--- config.mk ---
export PLATFORM = sky130hd
export DESIGN_NAME = open_loop_startup_config
export DESIGN_NICKNAME = d
export VERILOG_FILES = /design/src/startup_cfg_pkg.sv /design/src/accel_coef_decoder.sv /design/src/open_loop_startup_config.sv
export SDC_FILE = /design/constraint.sdc
export NUM_CORES = 1
export LEC_CHECK = 0
export BUFFER_PORTS_ARGS = -buffer_cell sky130_fd_sc_hd__buf_2
export CORE_MARGIN = 5
export CORE_UTILIZATION = 35
export CTS_BUF_LIST = sky130_fd_sc_hd__clkbuf_16
export DETAILED_ROUTE_END_ITERATION = 8
export PLACE_DENSITY = 0.69
export SLEW_MARGIN = 30
export SYNTH_ARGS = -nofsm -noshare
export SYNTH_HDL_FRONTEND = slang
export SYNTH_HIERARCHICAL = 1
export SYNTH_SLANG_ARGS = --single-unit
export TNS_END_PERCENT = 1
--- constraint.sdc ---
create_clock -name clk_in -period 3.45 [get_ports clk_in]
set_clock_uncertainty 0.1 [all_clocks]
set_input_delay 0.69 -clock clk_in [delete_from_list [all_inputs] [get_ports clk_in]]
set_output_delay 0.69 -clock clk_in [all_outputs]
set_load 0.02 [all_outputs]
--- src/startup_cfg_pkg.sv ---
// Offsets, field layout and scales of the open-loop start-up register
package startup_cfg_pkg;
  // Printed offset is a register index; byte address is four times it
  localparam logic [9:0]  CFG_INDEX        = 10'h084;
  localparam logic [11:0] CFG_BYTE_ADDR    = {CFG_INDEX, 2'b00};
  localparam logic [31:0] CFG_RESET        = 32'h0000_0000;
  localparam logic [31:0] CFG_WRITE_MASK   = 32'hFFFF_FFFC;
  localparam int          PARITY_BIT       = 31;
  localparam int          LIMIT_SEL_BIT    = 30;
  localparam int          CEILING_MSB      = 29;
  localparam int          CEILING_LSB      = 27;
  localparam int          THRESH_MSB       = 26;
  localparam int          THRESH_LSB       = 23;
  localparam int          ACCEL_ONE_MSB    = 22;
  localparam int          ACCEL_ONE_LSB    = 18;
  localparam int          ACCEL_TWO_MSB    = 17;
  localparam int          ACCEL_TWO_LSB    = 13;
  localparam int          HANDOFF_MSB      = 12;
  localparam int          HANDOFF_LSB      = 8;
  localparam int          AUTO_HANDOFF_BIT = 7;
  localparam int          FIRST_CYC_BIT    = 6;
  localparam int          MIN_DUTY_MSB     = 5;
  localparam int          MIN_DUTY_LSB     = 2;
  localparam logic [4:0]  ACCEL_NO_LIMIT   = 5'h1F;
  localparam int          ACCEL_SATURATED  = 32767;
  // Acceleration values are carried in thousandths of a unit
  localparam int          ACCEL_SCALE      = 1000;
  localparam int          ACCEL_WIDTH      = 25;
  localparam logic [10:0] THRESH_STEP_MV   = 11'd100;
endpackage

--- src/accel_coef_decoder.sv ---
// Acceleration coefficient code to value in thousandths
`timescale 1ns/1ps
module accel_coef_decoder (
  input  wire logic [4:0]                              code_in,
  output logic      [startup_cfg_pkg::ACCEL_WIDTH-1:0] value_out,
  output logic                                         unlimited_out
);
  localparam logic [startup_cfg_pkg::ACCEL_WIDTH-1:0] SAT_VALUE =
    startup_cfg_pkg::ACCEL_WIDTH'(startup_cfg_pkg::ACCEL_SATURATED *
                                  startup_cfg_pkg::ACCEL_SCALE);

  assign unlimited_out = (code_in == startup_cfg_pkg::ACCEL_NO_LIMIT);

  always_comb begin
    case (code_in)
      5'h00:   value_out = 25'd5;
      5'h01:   value_out = 25'd10;
      5'h02:   value_out = 25'd25;
      5'h03:   value_out = 25'd50;
      5'h04:   value_out = 25'd100;
      5'h05:   value_out = 25'd250;
      5'h06:   value_out = 25'd500;
      5'h07:   value_out = 25'd1000;
      5'h08:   value_out = 25'd2500;
      5'h09:   value_out = 25'd5000;
      5'h0A:   value_out = 25'd7500;
      5'h0B:   value_out = 25'd10000;
      5'h0C:   value_out = 25'd12500;
      5'h0D:   value_out = 25'd15000;
      5'h0E:   value_out = 25'd20000;
      5'h0F:   value_out = 25'd30000;
      5'h10:   value_out = 25'd40000;
      5'h11:   value_out = 25'd50000;
      5'h12:   value_out = 25'd60000;
      5'h13:   value_out = 25'd75000;
      5'h14:   value_out = 25'd100000;
      5'h15:   value_out = 25'd125000;
      5'h16:   value_out = 25'd150000;
      5'h17:   value_out = 25'd175000;
      5'h18:   value_out = 25'd200000;
      5'h19:   value_out = 25'd250000;
      5'h1A:   value_out = 25'd300000;
      5'h1B:   value_out = 25'd400000;
      5'h1C:   value_out = 25'd500000;
      5'h1D:   value_out = 25'd750000;
      5'h1E:   value_out = 25'd1000000;
      default: value_out = SAT_VALUE;
    endcase
  end
endmodule

--- src/open_loop_startup_config.sv ---
// APB register and decoded settings for open-loop motor start-up
// Notes on behaviour
// RULE_01: 32-bit register at index 0x84, all defined fields read/write.
// RULE_02: Bit 30 picks open-loop limit: own field or general current limit.
// RULE_03: Bits 29:27 cap open-loop duty: 10,15,20,25,30,40,50,100 percent.
// RULE_04: Bits 26:23 threshold in 0.1 V steps, code 0 not applicable.
// RULE_05: Bits 22:18 first acceleration coefficient from 32-entry table.
// RULE_06: Code 0x1F means no acceleration limit, saturated value 32767.
// RULE_07: Bits 17:13 second coefficient, same numeric scale, per second squared.
// RULE_08: Bits 12:8 handoff frequency, 1 Hz at code 0 to 600 Hz.
// RULE_09: Bit 7 enables auto handoff; clear uses programmed threshold.
// RULE_10: Bit 6 set gives 0 Hz first cycle, else slow-first-cycle setting.
// RULE_11: Bits 5:2 minimum duty 1.5 to 25 percent; bits 1:0 read zero.
// RULE_12: Bit 31 stores software parity; all fields reset to zero.
//
// Our own choice: the APB register port.
`timescale 1ns/1ps
module open_loop_startup_config #(
  parameter int ADDR_WIDTH = 12
) (
  input  wire logic                  clk_in,
  input  wire logic                  reset_in,
  input  wire logic                  psel_in,
  input  wire logic                  penable_in,
  input  wire logic                  pwrite_in,
  input  wire logic [ADDR_WIDTH-1:0] paddr_in,
  input  wire logic [31:0]           pwdata_in,
  input  wire logic [3:0]            pstrb_in,
  output logic                       pready_out,
  output logic                       pslverr_out,
  output logic      [31:0]           prdata_out,
  input  wire logic [3:0]            general_current_limit_in,
  input  wire logic [3:0]            slow_initial_cycle_freq_in,
  output logic                       parity_out,
  output logic                       limit_from_general_out,
  output logic      [3:0]            ol_limit_code_out,
  output logic      [10:0]           ol_current_threshold_mv_out,
  output logic      [9:0]            ceiling_a_out,
  output logic      [24:0]           accel_one_out,
  output logic                       accel_one_unlimited_out,
  output logic      [24:0]           accel_two_out,
  output logic                       accel_two_unlimited_out,
  output logic      [9:0]            handoff_freq_hz_out,
  output logic                       auto_handoff_out,
  output logic                       first_cycle_zero_out,
  output logic      [3:0]            first_cycle_code_out,
  output logic      [7:0]            min_duty_out
);
  generate
    if (ADDR_WIDTH < 12 || ADDR_WIDTH > 32) begin : g_bad_width
      $error("ADDR_WIDTH must be 12 to 32");
    end
  endgenerate

  logic [31:0] cfg;

  // Bus decode
  wire         addr_hit   = (paddr_in == ADDR_WIDTH'(startup_cfg_pkg::CFG_BYTE_ADDR));
  wire         setup      = psel_in && !penable_in;
  wire         access     = psel_in && penable_in;
  wire         write_hit  = access && pwrite_in && addr_hit;
  wire  [31:0] lane_mask  = {{8{pstrb_in[3]}}, {8{pstrb_in[2]}},
                             {8{pstrb_in[1]}}, {8{pstrb_in[0]}}};
  wire  [31:0] wr_mask    = lane_mask & startup_cfg_pkg::CFG_WRITE_MASK;
  wire  [31:0] next_cfg   = (cfg & ~wr_mask) | (pwdata_in & wr_mask);

  assign pready_out  = access;
  assign pslverr_out = access && !addr_hit;

  // Field views
  wire       limit_sel   = cfg[startup_cfg_pkg::LIMIT_SEL_BIT];
  wire [2:0] ceiling_cd  = cfg[startup_cfg_pkg::CEILING_MSB:startup_cfg_pkg::CEILING_LSB];
  wire [3:0] thresh_cd   = cfg[startup_cfg_pkg::THRESH_MSB:startup_cfg_pkg::THRESH_LSB];
  wire [4:0] accel1_cd   = cfg[startup_cfg_pkg::ACCEL_ONE_MSB:startup_cfg_pkg::ACCEL_ONE_LSB];
  wire [4:0] accel2_cd   = cfg[startup_cfg_pkg::ACCEL_TWO_MSB:startup_cfg_pkg::ACCEL_TWO_LSB];
  wire [4:0] handoff_cd  = cfg[startup_cfg_pkg::HANDOFF_MSB:startup_cfg_pkg::HANDOFF_LSB];
  wire [3:0] min_duty_cd = cfg[startup_cfg_pkg::MIN_DUTY_MSB:startup_cfg_pkg::MIN_DUTY_LSB];
  wire       first_zero  = cfg[startup_cfg_pkg::FIRST_CYC_BIT];

  // Selected limit source
  wire [3:0]  limit_code = limit_sel ? general_current_limit_in : thresh_cd; // RULE_02
  wire [10:0] limit_mv   = 11'(limit_code * startup_cfg_pkg::THRESH_STEP_MV); // RULE_04

  logic [9:0]  ceiling_val;
  logic [9:0]  handoff_val;
  logic [7:0]  min_duty_val;
  logic [24:0] accel1_val;
  logic [24:0] accel2_val;
  logic        accel1_unl;
  logic        accel2_unl;

  // Duty ceiling in tenths of a percent
  always_comb begin
    case (ceiling_cd) // RULE_03
      3'h0:    ceiling_val = 10'd100;
      3'h1:    ceiling_val = 10'd150;
      3'h2:    ceiling_val = 10'd200;
      3'h3:    ceiling_val = 10'd250;
      3'h4:    ceiling_val = 10'd300;
      3'h5:    ceiling_val = 10'd400;
      3'h6:    ceiling_val = 10'd500;
      default: ceiling_val = 10'd1000;
    endcase
  end

  // Handoff frequency in hertz
  always_comb begin
    case (handoff_cd) // RULE_08
      5'h00:   handoff_val = 10'd1;
      5'h01:   handoff_val = 10'd4;
      5'h02:   handoff_val = 10'd8;
      5'h03:   handoff_val = 10'd12;
      5'h04:   handoff_val = 10'd16;
      5'h05:   handoff_val = 10'd20;
      5'h06:   handoff_val = 10'd24;
      5'h07:   handoff_val = 10'd28;
      5'h08:   handoff_val = 10'd32;
      5'h09:   handoff_val = 10'd36;
      5'h0A:   handoff_val = 10'd40;
      5'h0B:   handoff_val = 10'd45;
      5'h0C:   handoff_val = 10'd50;
      5'h0D:   handoff_val = 10'd55;
      5'h0E:   handoff_val = 10'd60;
      5'h0F:   handoff_val = 10'd65;
      5'h10:   handoff_val = 10'd70;
      5'h11:   handoff_val = 10'd75;
      5'h12:   handoff_val = 10'd80;
      5'h13:   handoff_val = 10'd85;
      5'h14:   handoff_val = 10'd90;
      5'h15:   handoff_val = 10'd100;
      5'h16:   handoff_val = 10'd150;
      5'h17:   handoff_val = 10'd200;
      5'h18:   handoff_val = 10'd250;
      5'h19:   handoff_val = 10'd300;
      5'h1A:   handoff_val = 10'd350;
      5'h1B:   handoff_val = 10'd400;
      5'h1C:   handoff_val = 10'd450;
      5'h1D:   handoff_val = 10'd500;
      5'h1E:   handoff_val = 10'd550;
      default: handoff_val = 10'd600;
    endcase
  end

  // Minimum duty in tenths of a percent; codes 0xE and 0xF both give 25 percent
  always_comb begin
    case (min_duty_cd) // RULE_11
      4'h0:    min_duty_val = 8'd15;
      4'h1:    min_duty_val = 8'd20;
      4'h2:    min_duty_val = 8'd30;
      4'h3:    min_duty_val = 8'd40;
      4'h4:    min_duty_val = 8'd50;
      4'h5:    min_duty_val = 8'd60;
      4'h6:    min_duty_val = 8'd70;
      4'h7:    min_duty_val = 8'd80;
      4'h8:    min_duty_val = 8'd90;
      4'h9:    min_duty_val = 8'd100;
      4'hA:    min_duty_val = 8'd120;
      4'hB:    min_duty_val = 8'd150;
      4'hC:    min_duty_val = 8'd175;
      4'hD:    min_duty_val = 8'd200;
      default: min_duty_val = 8'd250;
    endcase
  end

  // Same table serves both coefficients
  accel_coef_decoder accel_one_dec ( // RULE_05 RULE_06
    .code_in       (accel1_cd),
    .value_out     (accel1_val),
    .unlimited_out (accel1_unl)
  );

  accel_coef_decoder accel_two_dec ( // RULE_07 RULE_06
    .code_in       (accel2_cd),
    .value_out     (accel2_val),
    .unlimited_out (accel2_unl)
  );

  // Register store
  always_ff @(posedge clk_in) begin
    if (reset_in) begin
      cfg <= startup_cfg_pkg::CFG_RESET; // RULE_12
    end else if (write_hit) begin
      cfg <= next_cfg; // RULE_01 RULE_11 RULE_12
    end
  end

  // Read data captured in setup phase
  always_ff @(posedge clk_in) begin
    if (reset_in) begin
      prdata_out <= 32'h0000_0000;
    end else if (setup) begin
      prdata_out <= (addr_hit && !pwrite_in) ? cfg : 32'h0000_0000; // RULE_01
    end
  end

  // Decoded settings
  always_ff @(posedge clk_in) begin
    if (reset_in) begin
      parity_out                  <= 1'b0;
      limit_from_general_out      <= 1'b0;
      ol_limit_code_out           <= 4'h0;
      ol_current_threshold_mv_out <= 11'h000;
      ceiling_a_out               <= 10'h000;
      accel_one_out               <= 25'h000_0000;
      accel_one_unlimited_out     <= 1'b0;
      accel_two_out               <= 25'h000_0000;
      accel_two_unlimited_out     <= 1'b0;
      handoff_freq_hz_out         <= 10'h000;
      auto_handoff_out            <= 1'b0;
      first_cycle_zero_out        <= 1'b0;
      first_cycle_code_out        <= 4'h0;
      min_duty_out                <= 8'h00;
    end else begin
      parity_out                  <= cfg[startup_cfg_pkg::PARITY_BIT]; // RULE_12
      limit_from_general_out      <= limit_sel; // RULE_02
      ol_limit_code_out           <= limit_code; // RULE_02
      ol_current_threshold_mv_out <= limit_mv; // RULE_04
      ceiling_a_out               <= ceiling_val; // RULE_03
      accel_one_out               <= accel1_val; // RULE_05
      accel_one_unlimited_out     <= accel1_unl; // RULE_06
      accel_two_out               <= accel2_val; // RULE_07
      accel_two_unlimited_out     <= accel2_unl; // RULE_06
      handoff_freq_hz_out         <= handoff_val; // RULE_08
      auto_handoff_out            <= cfg[startup_cfg_pkg::AUTO_HANDOFF_BIT]; // RULE_09
      first_cycle_zero_out        <= first_zero; // RULE_10
      first_cycle_code_out        <= first_zero ? 4'h0 : slow_initial_cycle_freq_in; // RULE_10
      min_duty_out                <= min_duty_val; // RULE_11
    end
  end
endmodule

## Yosys cells after proc, flatten, opt, wreduce, memory -nomap -nowiden

Memories as Yosys holds them, arrays and structs flattened. A register that Yosys moved wholly into a read port is not among the register bits.
Cells that the tools add are included.

| operators by class | value |
|---|---|
| $mul | 1 |
| eq/ne operators | 9 |
| multiplexer cells | 3 |
| bitwise logic cells | 4 |
| reduce and logical (&&, ||, !) cells | 11 |

Operator list:

| operator | count |
|---|---|
| $pmux 10 s7 | 1 |
| $and 32x32->32 | 2 |
| $mux 32 | 1 |
| $not 32->32 | 1 |
| $or 32x32->32 | 1 |
| $eq 12x10->1 const B | 1 |
| $eq 5x5->1 const B | 2 |
| $eq 3x3->1 const B | 3 |
| $mul 4x5->9 const B | 1 |
| $eq 3x2->1 const B | 2 |
| $logic_and 1x1->1 | 6 |
| $mux 4 | 1 |
| $eq 3x1->1 const B | 1 |
| $logic_not 1->1 | 3 |
| $logic_not 3->1 | 1 |
| $reduce_or 2->1 | 1 |

| storage, ports and cells | value |
|---|---|
| bits in registers | 99 |
| bits in read-only memories | 2048 |
| bits of input ports | 61 |
| output and inout port bits | 137 |
| word-level logic and storage cells | 45 |
| memories kept | 4 |

Memories:

| name | words | width | read ports | clocked after Yosys merged registers in | write ports | line | RTL |
|---|---|---|---|---|---|---|---|
| (name not given) | 32 | 25 | 1 | 1 | 0 | accel_coef_decoder.sv:15 | `case (code_in)` |
| (name not given) | 32 | 25 | 1 | 1 | 0 | accel_coef_decoder.sv:15 |  |
| (name not given) | 32 | 10 | 1 | 1 | 0 | open_loop_startup_config.sv:108 | `case (handoff_cd)` |
| (name not given) | 16 | 8 | 1 | 1 | 0 | open_loop_startup_config.sv:146 | `case (min_duty_cd)` |

## Longest topological paths before layout

| logic depth | value |
|---|---|
| word-level depth | 3 |
| depth in mapped cells | 9 |

## By module

The synthesis kept the hierarchy.

By module, submodules not included:

| module | times used | cells an instance | area each (um^2) |
|---|---|---|---|
| open_loop_startup_config | 1 | 554 | 5945.7 |
| accel_coef_decoder | 2 | 131 | 813.3 |

## Least setup slack after synthesis

Ideal clock, no wire load.

| timing path | value |
|---|---|
| path kind | in2out |
| from | in paddr_in[5] |
| to | out pslverr_out |
| arrival | 1748 ps |
| data required time | 2660 ps |
| slack | 912 ps |
| cell stages on the path | 3 |
| path buffers | 1 |
| path through | or4b_1 > buf_2 > o31a_1 |

| on the way | value |
|---|---|
| cells in the longest elaborated chain, start to end | 3 |

Ends and longest elaborated chain:

| what | line | RTL |
|---|---|---|
| start: declaration | open_loop_startup_config.sv:26 | `input wire logic [ADDR_WIDTH-1:0] paddr_in,` |
| $eq 12x10->1 | open_loop_startup_config.sv:58 | `wire addr_hit = (paddr_in == ADDR_WIDTH'(startup_cfg_pkg::CFG_BYTE_ADDR));` |
| $logic_not 1->1 | open_loop_startup_config.sv:68 | `assign pslverr_out = access && !addr_hit;` |
| $logic_and 1x1->1 | open_loop_startup_config.sv:68 |  |
| end: declaration | open_loop_startup_config.sv:30 | `output logic pslverr_out,` |

Every way passes these cells.

## Final worst setup path

| timing path | value |
|---|---|
| from | in paddr_in[6] |
| to | out pslverr_out |

Same word-level chain as after synthesis.

==> results.toml <==
[clock_tree]
h_tree_lvls = 4
root_cell_of_the_clock_tree = "clkbuf_16"
cts_repair_resize_count = 0
cts.clk_slew.worst_paths_ns = 0.06
post_cts.repair.setup_buffers = 0
cts_tree = "yes"
holdBufCountCts = 0
clock_buffer_count_from_cts = 17
clock_path_buffers = 2
worst_skew_pair.late_latency_ns = 0.42
clkSinkCount = 157

[grt]
pin_count_of_the_biggest_net_entering_global_routing = 87
wire_length_of_the_first_global_routing_pass_um = 29800
globalRouteMet3Util_pct = 3.66
globalRouteOverflowTotal = 0
groute.layer.met1.usage_pct = 20.2
grt-busiest-layer = "met2"
antenna_violations_before_repair = 1
gr-usage-met2_pct = 23.1
globalRouteTotalUtil_pct = 14.9
first_global_vias = 5774

[floorplan]
design.die.area_um2 = 24700
rows = 53
boundaryPins = 198
initial_core_util_pct = 35.8
die_width_um = 157
die_height_um = 157
core_area_um2 = 21200

[placement]
finalWeightedCongestion = 0.850
place.detailed.hpwl_um = 13100
port-buffer-count = 190
preCtsSetupSlack_ns = 0.703
place_area_um2 = 8590

[synthesis]
mappedNetlistArea_um2 = 7570
dominant_combinational_cell_family_by_area_after_synthesis = "simple AND/OR/NAND/NOR gates"
syn-instance-count = 816
synthArstFlopShare_pct = 0
postSynthRegisterBits = 157
syn_avg_cell_area_um2 = 9.28
synth-simple-area-share_pct = 22.0
synthAdderAreaFrac_pct = 6.68
synth_xor_area_share_pct = 1.16
synth_enable_flop_cells = 0
synth_compound_gate_area_share_pct = 15.3
dominant_register_cell_in_the_synthesized_netlist = "dfxtp_1"
yosys.cell_types.count = 60
yosysWarnings = 6
seq_area_frac_synth_pct = 41.5
synth.mux.area_fraction_pct = 6.26

[timing]
fin_crit_sh_pct = 78.1
min_period_ns = 2.69
final.setup.worst_slack_ns = 0.756
worstMarginPinSlew_ns = 0.819
endpoints_failing_setup = 0
final_count_of_hold_timing_violations = 0
achievable-frequency_mhz = 371
rsz_0062_raised_after_global_routing = "no"
setup_tns_ns = 0
whs_ns = 0.365
max-slew-margin-rel_pct = 45.3
drv_slew = 0

[worst_hold_path]
min-delay-path-class = "flip-flop to flip-flop"
whs_path_depth = 1

[detailed_routing]
avgViaCountPerCell = 4.82
drc = 0
antenna_viol_nets_final = 0
first_pass_iters = 4
routed_wl_um = 18600
routedWlPerCell_um = 14.8
first_iter_violations = 261
route.vias.total = 6045

[cells_and_area]
drive_above_1_share_pct = 27.5
area_taken_by_flip_flops_and_latches_um2 = 3140
area_growth_syn_to_layout_pct = 21.7
layout.nets = 1065
most_common_cell_after_layout_fill_and_taps_aside = "buf_2"
fill_cells = 2027
mostFrequentLayoutCells = "buf_2, dfxtp_1, nor2b_1"
stdcell_area_um2 = 9220
multi_input_comb_area_um2 = 3930
n_antenna_cell = 0

[power_and_ir_drop]
power-per-cell-area_nw_per_um2 = 429
vdd.ir_drop.worst_mv = 0.237
cellLeakagePower_nw = 4.07

[critical_path]
critical_path.max_fanout = 2
critPathArrivalTime_ns = 1.90
critPathCaptureType = "primary output"
start_kind = "primary input"
setup.worst_path.class = "primary input to primary output"
ff2ff_path_depth = 7
crit_required_ns = 2.66

[outcome]
outcome = "complete, no violations"

[job]
maxCapViolCount = 0
==> metal layers <==
metal | wire length (µm) | up-vias
li1 | - | 3066
met1 | 8400 | 2775
met3 | 1120 | 27
met2 | 8680 | 175
met5 | 7 | -
met4 | 380 | 2
==> Yosys cell counts, types with 10 or more instances <==
cell	n	area (µm²)
dfxtp_1	157	3140
nor2b_1	83	519
nor2_1	59	221
nand2b_1	58	363
a21oi_1	40	200
ha_1	38	475
nand2_1	37	139
mux2i_1	35	350
clkbuf_1	34	128
o21ai_0	34	170
a22o_1	30	263
buf_2	23	115
inv_1	21	78.8
buf_4	20	150
o211ai_1	12	90.1
a211oi_1	10	75.1
==> logic make-up (layout without fill, tap and decap cells) <==
| group | Yosys count | count (layout) |
|---|---|---|
| other | 1 | 5 |
| and+or+nand+nor | 290 | 290 |
| xor gates and xnor gates | 10 | 10 |
| muxes | 45 | 45 |
| DFF | 157 | 157 |
| AOI/OAI and AO/OA | 169 | 169 |
| adders and majority gates | 40 | 40 |
| buffers and inverters | 104 | 262 |
==> critical path, stage by stage <==
cell and delay, ns:
buf_2 0.09, or4b_1 0.60, o31a_1 0.34, buf_2 0.18
==> through the flow <==
stage / util, % / total power [mW] / std cells
after CTS: 43.6 / 4.00 / 1253
after global placement: 40.6 / 2.00 / 1221
after global routing: 43.6 / 4.09 / 1253
after floorplan: - / 1.94 / 820
final: 43.6 / 3.95 / 1253
after detailed placement: 40.6 / 2.01 / 1221
==> area by class of cell <==
class	instances	share of cell area, %
inverters	21	0.855
clock buffers	17	4.62
well taps	275	3.73
flip-flops and latches	157	34.1
multi-input cells	559	42.6
repair buffers	209	11.9
clock inverters	15	2.13
==> report_power, final <==
| group | internal, mW | leakage, nW | switching [mW] | total (mW) |
|---|---|---|---|---|
| combinational | 0.0542 | 2.51 | 0.0835 | 0.138 |
| sequential | 1.82 | 1.27 | 0.00218 | 1.82 |
| clock | 1.21 | 0.296 | 0.780 | 1.99 |
| total | 3.09 | 4.07 | 0.866 | 3.95 |
==> worst paths after layout <==
kind	from	to	slack, ns
max	paddr_in[6]	pslverr_out	0.76
max reg2reg	flip-flop	ol_current_threshold_mv_out[10]	0.97
min reg2reg	flip-flop	prdata_out[31]	0.37
min	flip-flop	prdata_out[31]	0.37
No activity file was read; power rests on OpenSTA's default activity.
